[src/verilog/tws_pkg.sv]
// Purpose: constants shared by the two-wire slave state machine
// Assumes: 8-bit registers reached over a plain strobe port
// Notes: status codes assume the prescaler field masked to zero
package tws_pkg;
    // ----------------------------------------
    // register map
    // ----------------------------------------
    localparam int ADDR_W = 2;
    localparam logic [1:0] REG_CTRL = 2'h0;
    localparam logic [1:0] REG_STAT = 2'h1;
    localparam logic [1:0] REG_DATA = 2'h2;
    localparam logic [1:0] REG_OWN = 2'h3;
    // ----------------------------------------
    // control_reg fields
    // ----------------------------------------
    localparam int CB_FLAG = 7;
    localparam int CB_ACK = 6;
    localparam int CB_BEGIN = 5;
    localparam int CB_HALT = 4;
    localparam int CB_WCOL = 3;
    localparam int CB_EN = 2;
    localparam int CB_IRQ = 0;
    localparam logic [7:0] CTRL_WMASK = 8'h75;
    // ----------------------------------------
    // values after reset
    // ----------------------------------------
    localparam logic [7:0] CTRL_RST = 8'h00;
    localparam logic [7:0] OWN_RST = 8'h00;
    localparam logic [7:0] DATA_RST = 8'hff;
    localparam logic [1:0] PRESC_RST = 2'h0;
    // ----------------------------------------
    // status codes
    // ----------------------------------------
    localparam logic [7:0] ST_SR_OWN = 8'h60;
    localparam logic [7:0] ST_SR_OWN_AL = 8'h68;
    localparam logic [7:0] ST_SR_GC = 8'h70;
    localparam logic [7:0] ST_SR_GC_AL = 8'h78;
    localparam logic [7:0] ST_SR_DATA_ACK = 8'h80;
    localparam logic [7:0] ST_SR_DATA_NACK = 8'h88;
    localparam logic [7:0] ST_GC_DATA_ACK = 8'h90;
    localparam logic [7:0] ST_GC_DATA_NACK = 8'h98;
    localparam logic [7:0] ST_STOP_RS = 8'ha0;
    localparam logic [7:0] ST_ST_OWN = 8'ha8;
    localparam logic [7:0] ST_ST_OWN_AL = 8'hb0;
    localparam logic [7:0] ST_ST_DATA_ACK = 8'hb8;
    localparam logic [7:0] ST_ST_DATA_NACK = 8'hc0;
    localparam logic [7:0] ST_ST_LAST_ACK = 8'hc8;
    localparam logic [7:0] ST_NONE = 8'hf8;
    // ----------------------------------------
    // bus framing
    // ----------------------------------------
    localparam logic [6:0] GC_ADDR = 7'h00;
    localparam logic DIR_READ = 1'b1;
    localparam logic [2:0] BIT_LAST = 3'h7;
endpackage : tws_pkg

[src/verilog/tws_pin_sync.sv]
// Purpose: two-flop synchronisers and edge detect for the bus pins
// Assumes: pins are asynchronous to clk
// Notes: edges come from stages two and three only
`timescale 1ns/1ps
module tws_pin_sync #(
    parameter int W = 2
) (
    // clock, reset and enable
    input wire logic clk,
    input wire logic nrst,
    input wire logic ce,
    // pins and results
    input wire logic [W-1:0] pin_in,
    output logic [W-1:0] level,
    output logic [W-1:0] rise,
    output logic [W-1:0] fall
);
    // ----------------------------------------
    // one chain per pin
    // ----------------------------------------
    logic [W-1:0] s1_q;
    logic [W-1:0] s2_q;
    logic [W-1:0] s3_q;
    genvar i;
    generate
        for (i = 0; i < W; i++) begin : g_pin
            always_ff @(posedge clk or negedge nrst) begin
                if (!nrst) begin
                    s1_q[i] <= 1'b1;
                    s2_q[i] <= 1'b1;
                    s3_q[i] <= 1'b1;
                end else if (ce) begin
                    s1_q[i] <= pin_in[i];
                    s2_q[i] <= s1_q[i];
                    s3_q[i] <= s2_q[i];
                end
            end
            assign level[i] = s2_q[i];
            assign rise[i] = s2_q[i] & ~s3_q[i];
            assign fall[i] = ~s2_q[i] & s3_q[i];
        end
    endgenerate
endmodule : tws_pin_sync

[src/verilog/tws_slave.sv]
// Purpose: slave receiver/transmitter state machine of the two-wire unit
// Assumes: bus pins open drain; scl and sda sampled by clk
// Notes: master modes, bus error recovery and baud prescaler not present
//
// Local design decisions: the strobed register port and the register offsets.
`timescale 1ns/1ps
module tws_slave
    import tws_pkg::*;
(
    // clock, reset, enable
    input wire logic clk,
    input wire logic nrst,
    input wire logic ce,
    // register port
    input wire logic [ADDR_W-1:0] addr,
    input wire logic [7:0] wdata,
    input wire logic wr,
    input wire logic rd,
    output logic [7:0] rdata_q,
    // bus pins
    input wire logic scl_in,
    output logic scl_out_q,
    output logic scl_oe_q,
    input wire logic sda_in,
    output logic sda_out_q,
    output logic sda_oe_q,
    // system side
    input wire logic sleep_deep,
    input wire logic arb_lost,
    output logic wake_q,
    output logic start_cond_q
);
    typedef enum logic [3:0] {
        S_IDLE, S_ADDR, S_AACK, S_RX, S_RACK, S_TX, S_TACK, S_HOLD
    } tws_state_e;

    // ----------------------------------------
    // pin synchronisers
    // ----------------------------------------
    logic [1:0] lvl;
    logic [1:0] rise;
    logic [1:0] fall;
    tws_pin_sync #(.W(2)) u_sync (
        .clk(clk),
        .nrst(nrst),
        .ce(ce),
        .pin_in({sda_in, scl_in}),
        .level(lvl),
        .rise(rise),
        .fall(fall)
    );
    logic scl_s, sda_s, scl_rise, scl_fall, start_det, stop_det;
    assign scl_s = lvl[0];
    assign sda_s = lvl[1];
    assign scl_rise = rise[0];
    assign scl_fall = fall[0];
    assign start_det = fall[1] & scl_s;
    assign stop_det = rise[1] & scl_s;

    // ----------------------------------------
    // state
    // ----------------------------------------
    tws_state_e st_q, st_d;
    logic [2:0] cnt_q, cnt_d;
    logic [7:0] sh_q, sh_d;
    logic drv_q, drv_d, gc_q, gc_d, tx_q, tx_d, last_q, last_d;
    logic exit_q, exit_d, ackp_q, ackp_d, busy_q, busy_d;
    logic [7:0] ctrl_q, ctrl_d, own_q, own_d, data_q, data_d, stat_q, stat_d, rdata_d;
    logic [1:0] presc_q, presc_d;
    logic flag_q, flag_d, wcol_q, wcol_d, pend_q, pend_d, start_d, wake_d;
    logic hw_set, rx_load, wake_set;
    logic [7:0] hw_code;

    logic en, ack_en, sw_clr, addressed, own_hit, gc_hit, hit;
    assign en = ctrl_q[CB_EN];
    assign ack_en = ctrl_q[CB_ACK];
    assign sw_clr = wr && addr == REG_CTRL && wdata[CB_FLAG];
    assign addressed = st_q inside {S_RX, S_RACK, S_TX, S_TACK} || (st_q == S_HOLD && !exit_q);
    assign own_hit = sh_q[6:0] == own_q[7:1];
    assign gc_hit = sh_q[6:0] == GC_ADDR && own_q[0] && sda_s != DIR_READ;
    assign hit = ack_en && (own_hit || gc_hit);

    // ----------------------------------------
    // bus state machine
    // ----------------------------------------
    always_comb begin
        st_d = st_q;
        cnt_d = cnt_q;
        sh_d = sh_q;
        drv_d = drv_q;
        gc_d = gc_q;
        tx_d = tx_q;
        last_d = last_q;
        exit_d = exit_q;
        ackp_d = ackp_q;
        busy_d = busy_q;
        hw_set = 1'b0;
        hw_code = ST_NONE;
        rx_load = 1'b0;
        wake_set = 1'b0;
        if (start_det) begin
            busy_d = 1'b1;
        end
        if (stop_det) begin
            busy_d = 1'b0;
        end
        if (!en) begin
            st_d = S_IDLE;
            drv_d = 1'b0;
        end else if (start_det || stop_det) begin
            if (addressed) begin
                hw_set = 1'b1;
                hw_code = ST_STOP_RS;
            end
            st_d = start_det ? S_ADDR : S_IDLE;
            cnt_d = 3'h0;
            drv_d = 1'b0;
        end else begin
            case (st_q)
                S_IDLE: begin
                    drv_d = 1'b0;
                end
                S_ADDR: if (scl_rise) begin
                    sh_d = {sh_q[6:0], sda_s};
                    cnt_d = cnt_q + 3'h1;
                    if (cnt_q == BIT_LAST) begin
                        cnt_d = 3'h0;
                        st_d = hit ? S_AACK : S_IDLE;
                        gc_d = gc_hit && !own_hit;
                        tx_d = sda_s == DIR_READ;
                        last_d = 1'b0;
                        exit_d = 1'b0;
                    end
                end
                S_AACK: if (scl_fall) begin
                    if (cnt_q == 3'h0) begin
                        drv_d = 1'b1;
                        cnt_d = 3'h1;
                    end else begin
                        drv_d = 1'b0;
                        cnt_d = 3'h0;
                        hw_set = 1'b1;
                        wake_set = sleep_deep;
                        st_d = S_HOLD;
                        if (tx_q) begin
                            hw_code = arb_lost ? ST_ST_OWN_AL : ST_ST_OWN;
                        end else if (gc_q) begin
                            hw_code = arb_lost ? ST_SR_GC_AL : ST_SR_GC;
                        end else begin
                            hw_code = arb_lost ? ST_SR_OWN_AL : ST_SR_OWN;
                        end
                    end
                end
                S_RX: if (scl_rise) begin
                    sh_d = {sh_q[6:0], sda_s};
                    cnt_d = cnt_q + 3'h1;
                    if (cnt_q == BIT_LAST) begin
                        cnt_d = 3'h0;
                        st_d = S_RACK;
                    end
                end
                S_RACK: if (scl_fall) begin
                    if (cnt_q == 3'h0) begin
                        drv_d = ackp_q;
                        cnt_d = 3'h1;
                    end else begin
                        drv_d = 1'b0;
                        cnt_d = 3'h0;
                        rx_load = 1'b1;
                        hw_set = 1'b1;
                        exit_d = !ackp_q;
                        st_d = S_HOLD;
                        if (gc_q) begin
                            hw_code = ackp_q ? ST_GC_DATA_ACK : ST_GC_DATA_NACK;
                        end else begin
                            hw_code = ackp_q ? ST_SR_DATA_ACK : ST_SR_DATA_NACK;
                        end
                    end
                end
                S_TX: if (scl_fall) begin
                    if (cnt_q == BIT_LAST) begin
                        drv_d = 1'b0;
                        cnt_d = 3'h0;
                        st_d = S_TACK;
                    end else begin
                        sh_d = {sh_q[6:0], 1'b1};
                        drv_d = !sh_q[6];
                        cnt_d = cnt_q + 3'h1;
                    end
                end
                S_TACK: begin
                    if (scl_rise) begin
                        ackp_d = !sda_s;
                    end
                    if (scl_fall) begin
                        hw_set = 1'b1;
                        exit_d = !ackp_q || last_q;
                        st_d = S_HOLD;
                        if (!ackp_q) begin
                            hw_code = ST_ST_DATA_NACK;
                        end else begin
                            hw_code = last_q ? ST_ST_LAST_ACK : ST_ST_DATA_ACK;
                        end
                    end
                end
                S_HOLD: if (sw_clr) begin
                    cnt_d = 3'h0;
                    if (exit_q) begin
                        st_d = S_IDLE;
                    end else if (tx_q) begin
                        st_d = S_TX;
                        sh_d = data_q;
                        drv_d = !data_q[7];
                        last_d = !wdata[CB_ACK];
                    end else begin
                        st_d = S_RX;
                        ackp_d = wdata[CB_ACK];
                    end
                end
                default: st_d = S_IDLE;
            endcase
        end
    end

    always_ff @(posedge clk or negedge nrst) begin
        if (!nrst) begin
            st_q <= S_IDLE;
            cnt_q <= 3'h0;
            sh_q <= 8'h00;
            drv_q <= 1'b0;
            gc_q <= 1'b0;
            tx_q <= 1'b0;
            last_q <= 1'b0;
            exit_q <= 1'b0;
            ackp_q <= 1'b0;
            busy_q <= 1'b0;
            sda_oe_q <= 1'b0;
            scl_oe_q <= 1'b0;
            sda_out_q <= 1'b0;
            scl_out_q <= 1'b0;
        end else if (ce) begin
            st_q <= st_d;
            cnt_q <= cnt_d;
            sh_q <= sh_d;
            drv_q <= drv_d;
            gc_q <= gc_d;
            tx_q <= tx_d;
            last_q <= last_d;
            exit_q <= exit_d;
            ackp_q <= ackp_d;
            busy_q <= busy_d;
            sda_oe_q <= drv_d;
            scl_oe_q <= st_d == S_HOLD;
            sda_out_q <= 1'b0;
            scl_out_q <= 1'b0;
        end
    end

    // ----------------------------------------
    // registers
    // ----------------------------------------
    always_comb begin
        ctrl_d = ctrl_q;
        own_d = own_q;
        data_d = data_q;
        presc_d = presc_q;
        stat_d = stat_q;
        flag_d = flag_q;
        wcol_d = wcol_q;
        pend_d = pend_q;
        start_d = 1'b0;
        wake_d = wake_set;
        rdata_d = 8'h00;
        if (wr) begin
            case (addr)
                REG_CTRL: begin
                    ctrl_d = wdata & CTRL_WMASK;
                    if (wdata[CB_FLAG]) begin
                        flag_d = 1'b0;
                        // a stop or restart code is an exit as well, though it does not stretch
                        if (wdata[CB_BEGIN] && ((st_q == S_HOLD && exit_q) || (flag_q && stat_q == ST_STOP_RS))) begin
                            pend_d = 1'b1;
                        end
                    end
                end
                REG_STAT: presc_d = wdata[1:0];
                REG_DATA: begin
                    if (flag_q) begin
                        data_d = wdata;
                    end else begin
                        wcol_d = 1'b1;
                    end
                end
                REG_OWN: own_d = wdata;
                default: ;
            endcase
        end
        // wake on the address byte leaves data untouched
        if (rx_load) begin
            data_d = sh_q;
        end
        if (hw_set) begin
            flag_d = 1'b1;
            stat_d = hw_code;
        end
        if (pend_q && !busy_q && !flag_q) begin
            start_d = 1'b1;
            pend_d = 1'b0;
        end
        if (rd) begin
            case (addr)
                REG_CTRL: rdata_d = {flag_q, ctrl_q[6:4], wcol_q, ctrl_q[2:0]};
                REG_STAT: rdata_d = {flag_q ? stat_q[7:3] : ST_NONE[7:3], 1'b0, presc_q};
                REG_DATA: rdata_d = data_q;
                REG_OWN: rdata_d = own_q;
                default: rdata_d = 8'h00;
            endcase
        end
    end

    always_ff @(posedge clk or negedge nrst) begin
        if (!nrst) begin
            ctrl_q <= CTRL_RST;
            own_q <= OWN_RST;
            data_q <= DATA_RST;
            presc_q <= PRESC_RST;
            stat_q <= ST_NONE;
            flag_q <= 1'b0;
            wcol_q <= 1'b0;
            pend_q <= 1'b0;
            start_cond_q <= 1'b0;
            wake_q <= 1'b0;
            rdata_q <= 8'h00;
        end else if (ce) begin
            ctrl_q <= ctrl_d;
            own_q <= own_d;
            data_q <= data_d;
            presc_q <= presc_d;
            stat_q <= stat_d;
            flag_q <= flag_d;
            wcol_q <= wcol_d;
            pend_q <= pend_d;
            start_cond_q <= start_d;
            wake_q <= wake_d;
            rdata_q <= rdata_d;
        end
    end
endmodule : tws_slave

[config.mk]
export PLATFORM = sky130hd
export DESIGN_NAME = tws_slave
export DESIGN_NICKNAME = d
export VERILOG_FILES = /design/src/verilog/tws_pkg.sv /design/src/verilog/tws_pin_sync.sv /design/src/verilog/tws_slave.sv
export SDC_FILE = /design/constraint.sdc
export NUM_CORES = 1
export LEC_CHECK = 0
export BUFFER_PORTS_ARGS = -buffer_cell sky130_fd_sc_hd__buf_2
export CORE_MARGIN = 5
export CORE_UTILIZATION = 54
export CTS_CLUSTER_DIAMETER = 30
export DETAILED_ROUTE_END_ITERATION = 8
export PLACE_DENSITY = 0.73
export SYNTH_ARGS = -nofsm -noshare
export SYNTH_HDL_FRONTEND = slang
export SYNTH_HIERARCHICAL = 1
export SYNTH_SLANG_ARGS = --single-unit
[constraint.sdc]
create_clock -name clk -period 2.3 [get_ports clk]
set_clock_uncertainty 0.2 [all_clocks]
set_input_delay 0.23 -clock clk [delete_from_list [all_inputs] [get_ports clk]]
set_output_delay 0.23 -clock clk [all_outputs]
set_load 0.1 [all_outputs]
== Word level (Yosys, flattened, before mapping) ==
Index checks and enable logic that the tools add are counted.
Cells by class
  add/sub/neg operators: 1
  $mul: 0
  divide/modulo/power cells: 0
  $lt $le $gt $ge: 0
  equality and inequality tests: 38
  shift operators: 0
  multiplexer cells: 112
  bitwise gates (word level): 12
  reduce and logical (&&, ||, !) cells: 65
Operators by type and width (number)
  $mux W8: 16
  $mux W4: 16
  $mux W1: 51
  $pmux W8 S3: 2
  $mux W7: 6
  $pmux W8 S4: 1
  $pmux W4 S7: 1
  $reduce_bool A2 Y1: 13
  $mux W3: 8
  $ne A2 B2 Y1 const B: 12
  $eq A4 B3 Y1 const B: 5
  $mux W5: 4
  $ne A4 B3 Y1 const B: 5
  $reduce_and A9 Y1: 2
  $reduce_and A8 Y1: 2
  $logic_and A1 B1 Y1: 12
  $pmux W3 S4: 1
  $reduce_and A4 Y1: 3
  $reduce_and A10 Y1: 1
  $logic_not A1 Y1: 9
  $reduce_and A3 Y1: 3
  $eq A4 B2 Y1 const B: 2
  $eq A8 B8 Y1 const B: 1
  $eq A7 B7 Y1: 1
  29 further kinds: 51
Word-level totals
  register bits after elaboration: 73
  bits in latches: 0
  memory bits (writable): 0
  memory bits (read-only): 0
  bits of input ports: 19
  output and inout port bits: 14
  memories: 0

== Depth between registers and ports, before layout ==
Gate-level depths: netlist of run 1.
  depth after elaboration: 12
  mapped depth: 8
  gate-level depth less buffers: 7

== Modules after synthesis ==
The synthesis of run 1 kept the hierarchy.
Modules (own cells, without submodules)
  tws_slave: times used 1, cells each 364, area each 3895.0 µm²
  tws_pin_sync: times used 1, cells each 17, area each 284.0 µm²

== Worst setup path before layout of run 1 ==
OpenSTA, ideal clock, no wires.
  path type: flip-flop to flip-flop
  start point: register u_sync.s3_q[0]
  end point: register data_q[6]
  library setup time: 0.085 ns
  arrival time: 2.115 ns
  required time: 2.015 ns
  setup slack: -0.100 ns
  stages on the path, launching flop included: 6
  path buffers: 0
  period minus slack after synthesis: 2.400 ns
  path through: dfstp_2 nor2b_1 nand2_1 nor4_4 mux2_1 mux2_1
On the way
  longest elaborated chain between the ends: 7
  elaborated cells between the ends (all ways): 10
Ends and longest elaborated chain
  start, declared: line tws_pin_sync.sv:23  | logic [W-1:0] s3_q;
  start signal, assigned by index: line tws_pin_sync.sv:35  | s3_q[i] <= s2_q[i];
  $and A1 B1 Y1 (*): line tws_pin_sync.sv:40  | assign fall[i] = ~s2_q[i] & s3_q[i];
  net fall[0]: line tws_slave.sv:42  | logic [1:0] fall;
  $mux W1 (*)
  $mux W1 (*): line tws_slave.sv:119  | case (st_q)
  $mux W1 (*): line tws_slave.sv:110  | end else if (start_det || stop_det) begin
  $mux W1 (*): line tws_slave.sv:107  | if (!en) begin
  $reduce_bool A2 Y1 (no source line)
  $reduce_and A4 Y1 (no source line)
  end signal, assigned: line tws_slave.sv:337  | data_q <= data_d;
  end, declared: line tws_slave.sv:68  | logic [7:0] ctrl_q, ctrl_d, own_q, own_d, data_q, data_d, stat_q, stat_d, rdata_d;
The timed path passes the listed nets; every way through them passes the cells marked *.
A chain may end at the register's enable or synchronous reset.

== Final worst setup path of run 1 ==
  start point: register u_sync.s3_q[1]
  end point: register sh_q[2]
On the way
  longest elaborated chain between the ends: 6
  elaborated cells between the ends (all ways): 8
Ends and longest elaborated chain
  $not A1 Y1: line tws_pin_sync.sv:39  | assign rise[i] = s2_q[i] & ~s3_q[i];
  $and A1 B1 Y1: line tws_pin_sync.sv:39
  net rise[1]: line tws_slave.sv:41  | logic [1:0] rise;
  $and A1 B1 Y1: line tws_slave.sv:58  | assign stop_det = rise[1] & scl_s;
  $logic_or A1 B1 Y1: line tws_slave.sv:110
  $not A1 Y1 (no source line)
  $reduce_and A10 Y1 (no source line)
  end signal, assigned: line tws_slave.sv:229  | sh_q <= 8'h00;
  end signal, assigned: line tws_slave.sv:244  | sh_q <= sh_d;
  end, declared: line tws_slave.sv:65  | logic [7:0] sh_q, sh_d;
The timed path passes the listed nets, and every way through them passes these cells.

==> impl_metrics.ini, run 1 <==
[timing]
setup_viol = 7
fin_crit_ns = 2.31
fin_ws_ns = -0.00888
drv_slew = 0
tightest_slew_ns = 0.548
rsz0062_at_grt = true
fmax_mhz = 433
final_hold_viol_count = 0
finalCritPeriodShare = 1.00
relSlewSlack = 0.632

[synth]
synth-edff-count = 0
avgSynthCellArea_um2 = 11.0
synthArstFlopShare = 1.00
yosys.area.top_type = dfrtp_1
yosysMostFrequentCell = dfrtp_1
synth_common_cells = 51 x dfrtp_1, 32 x mux2_2, 20 x nor2_1, 19 x dfstp_2, 17 x a21oi_1
netlist.area_leader.share = 0.305
ys_types = 74
ys.flop_type = dfrtp_1
synth-seq-cells = 70
synthTopCellsByArea = dfrtp_1 31%, dfstp_2 12%, mux2_2 8.6%, mux2_4 5.0%, mux2_1 4.3%
yosys_warnings = 6
ys_seq_area_frac = 0.425
synth_area_um2 = 4180
synth_cells = 381

[die]
core_um2 = 7650
ios = 33
dieHeight_um = 98.0
die_area_um2 = 9600
start_util = 0.546
rows = 32
dieWidth_um = 98.0

[clock_tree]
worstSkewPairLatency_ns = 0.35
cts_buffers = 9
cts.clk_slew.worst_paths_ns = 0.08
cts_buffer_depth = 2
cts.sinks = 70
root_buffer = clkbuf_8
htreeDepth = 3
cts_tree = yes

[worst_setup_path]
r2r_start = u_sync/s3_q[1]
cpPeakStageDelay_ns = 0.56
worstSetupPathType = reg2reg
cp-startpoint = u_sync/s3_q[1]
cp-end-kind = flip-flop
reg2reg_setup_slack_ns = -0.009
worst-path-max-fanout = 8
crit_path_start_kind = flip-flop
required_ns = 2.34
cp.arrival_ns = 2.35
crit_cells = 6
path_buf_inv = 0
endpoint = sh_q[2]
r2r-end = sh_q[2]
rr_worst_depth = 6
slowest_stage = dfstp_2
crit_family = compound AO/OA/AOI/OAI gates
path_cells = nor2b_2 -> o21a_1 -> nor3_2 -> nand3_2 -> a221o_2 -> mux2_4

[placement]
hpwl_um = 7570
post-place-ws_ns = -0.0956
io_buffers = 30
place.gp.congestion = 1.02
dp.cells = 521

[global_routing]
grt_overflow = 0
grt_util_all_layers = 0.231
grt_pass1_wl_um = 17700
antenna_found_initial = 0
grt_pass1_vias = 3371
grt_start_max_net_pins = 71

[final_layout]
antennaDiodeCount = 0
nNetsFinal = 472
final_cells = 557
synthToLayoutAreaGrowth_pct = 21.7
fillers = 605
drive_gt1_frac = 0.393

[pwr]
pwr-share-comb = 0.258
p_int_mw = 2.51
power.leakage_nw = 2.26
ir_worst_vdd_v = 0.000515
clockPowerShare = 0.332
powerDensity_nw_per_um2 = 721
pwr-share-seq = 0.410
p_sw_frac = 0.317
switching_power_mw = 1.16

[route]
drt-initial-drc-count = 360
drt_first_pass_iters = 5
final_antenna_net_count = 0
vias_per_cell = 6.12
drt_drc_violations_left = 0
routed-via-count = 3411
wl_per_cell_um = 19.5
wirelength_um = 10800

[run_status]
violations = negative setup slack
status = finished with violations

[job]
cap_violations = 0

[min_path]
min_path_type = in2reg
worstHoldPathCells = 3
## metrics by stage
| step | setup TNS, ns | instance area [µm²] | util | power [mW] | hold slack [ns] |
|---|---|---|---|---|---|
| detailed placement | -0.930 | 4620 | 0.604 | 2.39 | 0.0807 |
| floorplan | 0 | 4200 | - | 2.09 | -0.266 |
| CTS | 0 | 5020 | 0.657 | 3.66 | 0.0946 |
| global placement | -0.221 | 4620 | 0.604 | 2.36 | 0.0771 |
| global route | -0.539 | 5090 | 0.665 | 3.84 | 0.154 |
| finish | -0.0334 | 5090 | 0.665 | 3.67 | 0.133 |
## layout make-up
type	instances	area (µm²)	share of cell area
inverter	15	56.3	0.0111
multi-input combinational	272	2270	0.446
clock inverter	7	120	0.0236
sequential	70	1780	0.349
clock buffer	9	124	0.0244
tap	102	128	0.0251
timing repair buffer	82	613	0.121
## layout by cell type (no fill, tap or decap), types with 3 or more instances in the layout
cell type / count
xnor2_1: 7
a21oi_1: 17
nor2b_1: 7
nand2_1: 14
nand4_1: 6
o22ai_1: 4
inv_1: 12
nor2_1: 19
buf_12: 3
mux2_4: 18
buf_4: 35
nand2b_1: 4
nor4_1: 4
dlygate4sd3_1: 14
nor3_1: 5
mux2_1: 12
o21ai_0: 13
bufinv_16: 3
a31oi_1: 9
nand3_1: 8
o2bb2ai_1: 10
mux2_2: 32
mux2i_1: 7
dfrtp_1: 51
buf_2: 30
ha_1: 3
clkbuf_8: 9
dfstp_2: 19
nand4b_1: 6
## registers in the layout (all words and copies together), names as in the netlist, 3 cells and up
register / flops
own_q: 8
rdata_q: 8
cnt_q: 3
ctrl_q: 5
stat_q: 5
sh_q: 8
data_q: 8
st_q: 4
## power by group through the flow
stage	Clock, mW	Combinational (mW)	Sequential [mW]
floorplan	0	0.501	1.59
CTS	1.25	0.912	1.50
global route	1.30	1.02	1.52
detailed placement	0	0.874	1.52
finish	1.22	0.947	1.50
global placement	0	0.852	1.51
## worst reg2reg max path: cells and delay by family (launching register included)
family,cells,cell delay [ns]
AO/OA/AOI/OAI,2,0.65
flip-flops,1,0.56
multiplexers,1,0.34
AND/OR/NAND/NOR,3,0.44
## how the worst min path moves through the flow
| stage | start | endpoint |
|---|---|---|
| finish | ce | stat_q[5] |
| CTS | ce | stat_q[5] |
| global placement | nrst | cnt_q[1] |
| floorplan | nrst | ackp_q |
| global route | ce | stat_q[5] |
| detailed placement | nrst | cnt_q[1] |
## per-layer routing
layer / share of wire / vias to the layer above / GRT usage
met5: 0 / - / 0
met4: 0.022 / 0 / 0.0788
met3: 0.073 / 29 / 0.0479
li1: - / 1556 / -
met2: 0.45 / 163 / 0.344
met1: 0.45 / 1663 / 0.337
## cells by family after synthesis
kind of cell,synth area share
XOR/XNOR,0.0189
AND/OR/NAND/NOR,0.146
multiplexers,0.207
flip-flops,0.425
other,0.000897
adder cells (fa/ha/maj),0.00898
AO/OA/AOI/OAI,0.146
buffers and inverters,0.0467
## repair_timing
action                                  4_1_cts  5_1_grt
gates resized for setup                       3       10
setup buffers                                 2        4
hold endpoints to repair                     90        0
cloned                                        0        0
pin swaps                                     2        5
endpoints found under the setup margin       17       18
hold buffers                                 14        0
(Power assumes the default switching activity.)
==> run 2: changes to the inputs <==
clock period = 1.9 ns   (was 2.3 ns; I/O delays follow)
==> impl_metrics.ini, run 2 (synthesis results as in run 1) <==
[worst_setup_path]
worst-path-max-fanout = 8
path_cells = nor2b_4 -> o21a_1 -> nor3_2 -> nand3_2 -> a221o_1 -> buf_6 -> mux2_4
required_ns = 1.93
crit_path_start_kind = flip-flop
cpPeakStageDelay_ns = 0.58
cp-end-kind = flip-flop
worstSetupPathType = reg2reg
cp.arrival_ns = 2.25
slowest_stage = dfstp_2

[timing]
final_hold_viol_count = 0
fin_ws_ns = -0.323
finalCritPeriodShare = 1.17
rsz0062_at_grt = true
setup_viol = 35
drv_slew = 0
fmax_mhz = 450
fin_crit_ns = 2.22

[final_layout]
layout_common_cells = 72 x buf_4, 49 x dfrtp_1, 34 x mux2_4, 30 x buf_2, 28 x mux2_2
seq_area_um2 = 1780
drive_gt1_frac = 0.563
final_common_cell = buf_4
nNetsFinal = 530
antennaDiodeCount = 0
postLayoutCoreUtil = 0.782
multi_input_area_um2 = 2670
final_cells = 615
fillers = 448
synthToLayoutAreaGrowth_pct = 43.0
stdcell_area_um2 = 5980

[global_routing]
grt_start_max_net_pins = 43
grt_overflow = 0
grt_pass1_vias = 3836
antenna_found_initial = 0
grt_pass1_wl_um = 20500
grt_util_all_layers = 0.270

[job]
cap_violations = 0

[pwr]
p_sw_frac = 0.357
power.leakage_nw = 2.68
powerDensity_nw_per_um2 = 781
total_power_mw = 4.67
switching_power_mw = 1.67
clockPowerShare = 0.246
pwr-share-comb = 0.362
p_int_mw = 3.00
ir_worst_vdd_v = 0.000567
pwr-share-seq = 0.392

[die]
rows = 32
start_util = 0.546
dieWidth_um = 98.0
dieHeight_um = 98.0
core_um2 = 7650
die_area_um2 = 9600
ios = 33

[placement]
placed_area_um2 = 4940
dp.cells = 553
place.gp.congestion = 0.984
hpwl_um = 8600
io_buffers = 30

[route]
met3_length_um = 973
top_layer = met4
wl_per_cell_um = 22.1
vias_per_cell = 6.20
drt-initial-drc-count = 313
final_antenna_net_count = 0
routed-via-count = 3812
drt_first_pass_iters = 5
drt_drc_violations_left = 0
wl_met2_um = 6380
wl_met1_um = 5820
wirelength_um = 13600

[run_status]
violations = negative setup slack
status = finished with violations

[clock_tree]
worstSkewPairLatency_ns = 0.35
cts_buffer_depth = 2
cts_buffers = 9
cts_tree = yes
htreeDepth = 3
root_buffer = clkbuf_8
cts.sinks = 70
cts.clk_slew.worst_paths_ns = 0.09

[min_path]
min_path_type = in2reg
[run 2: worst paths after layout]
check	startpoint	endpoint	slack [ns]	cells after the start
hold reg to reg	rdata_q[1]	rdata_q[1]	0.29	1
min in group asynchronous	nrst	st_q[1]	0.13	2
max in group asynchronous	nrst	data_q[7]	0.73	3
hold / removal	wr	wcol_q	0.08	4
setup reg to reg	u_sync/s3_q[1]	sh_q[5]	-0.32	7
setup / recovery	u_sync/s3_q[1]	sh_q[5]	-0.32	7
[run 2: repair_timing]
item	4_1_cts	5_1_grt
setup endpoints to repair	34	36
gates cloned	0	0
gates resized for setup	69	35
pin swaps	17	15
setup buffers	24	12
hold buffers	13	0
endpoints found under the hold margin	78	0
[run 2: critical path, delay by kind of cell, from the launching register on]
| family | cells | cell delay (ns) |
|---|---|---|
| buffers and inverters | 1 | 0.17 |
| AOI/OAI and AO/OA | 2 | 0.52 |
| DFF | 1 | 0.58 |
| muxes | 1 | 0.29 |
| and+or+nand+nor | 3 | 0.35 |
[run 2: per-layer routing]
metal,up-vias,GRT usage
met1,1901,0.378
li1,1667,-
met2,204,0.431
met5,-,0
met3,40,0.0471
met4,0,0.0809
[run 2: area by class of cell]
cell class              count  share of cell area
clock buffers              10              0.0230
multi-input cells         272               0.447
clock inverters             6             0.00754
inverters                  15             0.00942
well taps                 102              0.0214
repair buffers            140               0.194
flip-flops and latches     70               0.297
[run 2: power groups by stage]
stage | combinational [mW] | sequential, mW | clock, mW
3_5_place_dp | 1.20 | 1.84 | 0
4_1_cts | 1.41 | 1.81 | 1.15
5_1_grt | 1.78 | 1.85 | 1.25
2_1_floorplan | 0.624 | 1.93 | 0
3_3_place_gp | 1.17 | 1.83 | 0
6_report | 1.69 | 1.83 | 1.15
[run 2: metrics by stage]
| step | TNS [ns] | worst slack, ns | hold WS [ns] |
|---|---|---|---|
| 3_3_place_gp | -5.85 | -0.253 | -0.0406 |
| 3_5_place_dp | -7.05 | -0.293 | -0.0320 |
| 6_report | -7.22 | -0.323 | 0.0814 |
| 2_1_floorplan | -5.24 | -0.376 | -0.306 |
| 5_1_grt | -9.15 | -0.386 | 0.0773 |
| 4_1_cts | -5.64 | -0.271 | 0.0737 |
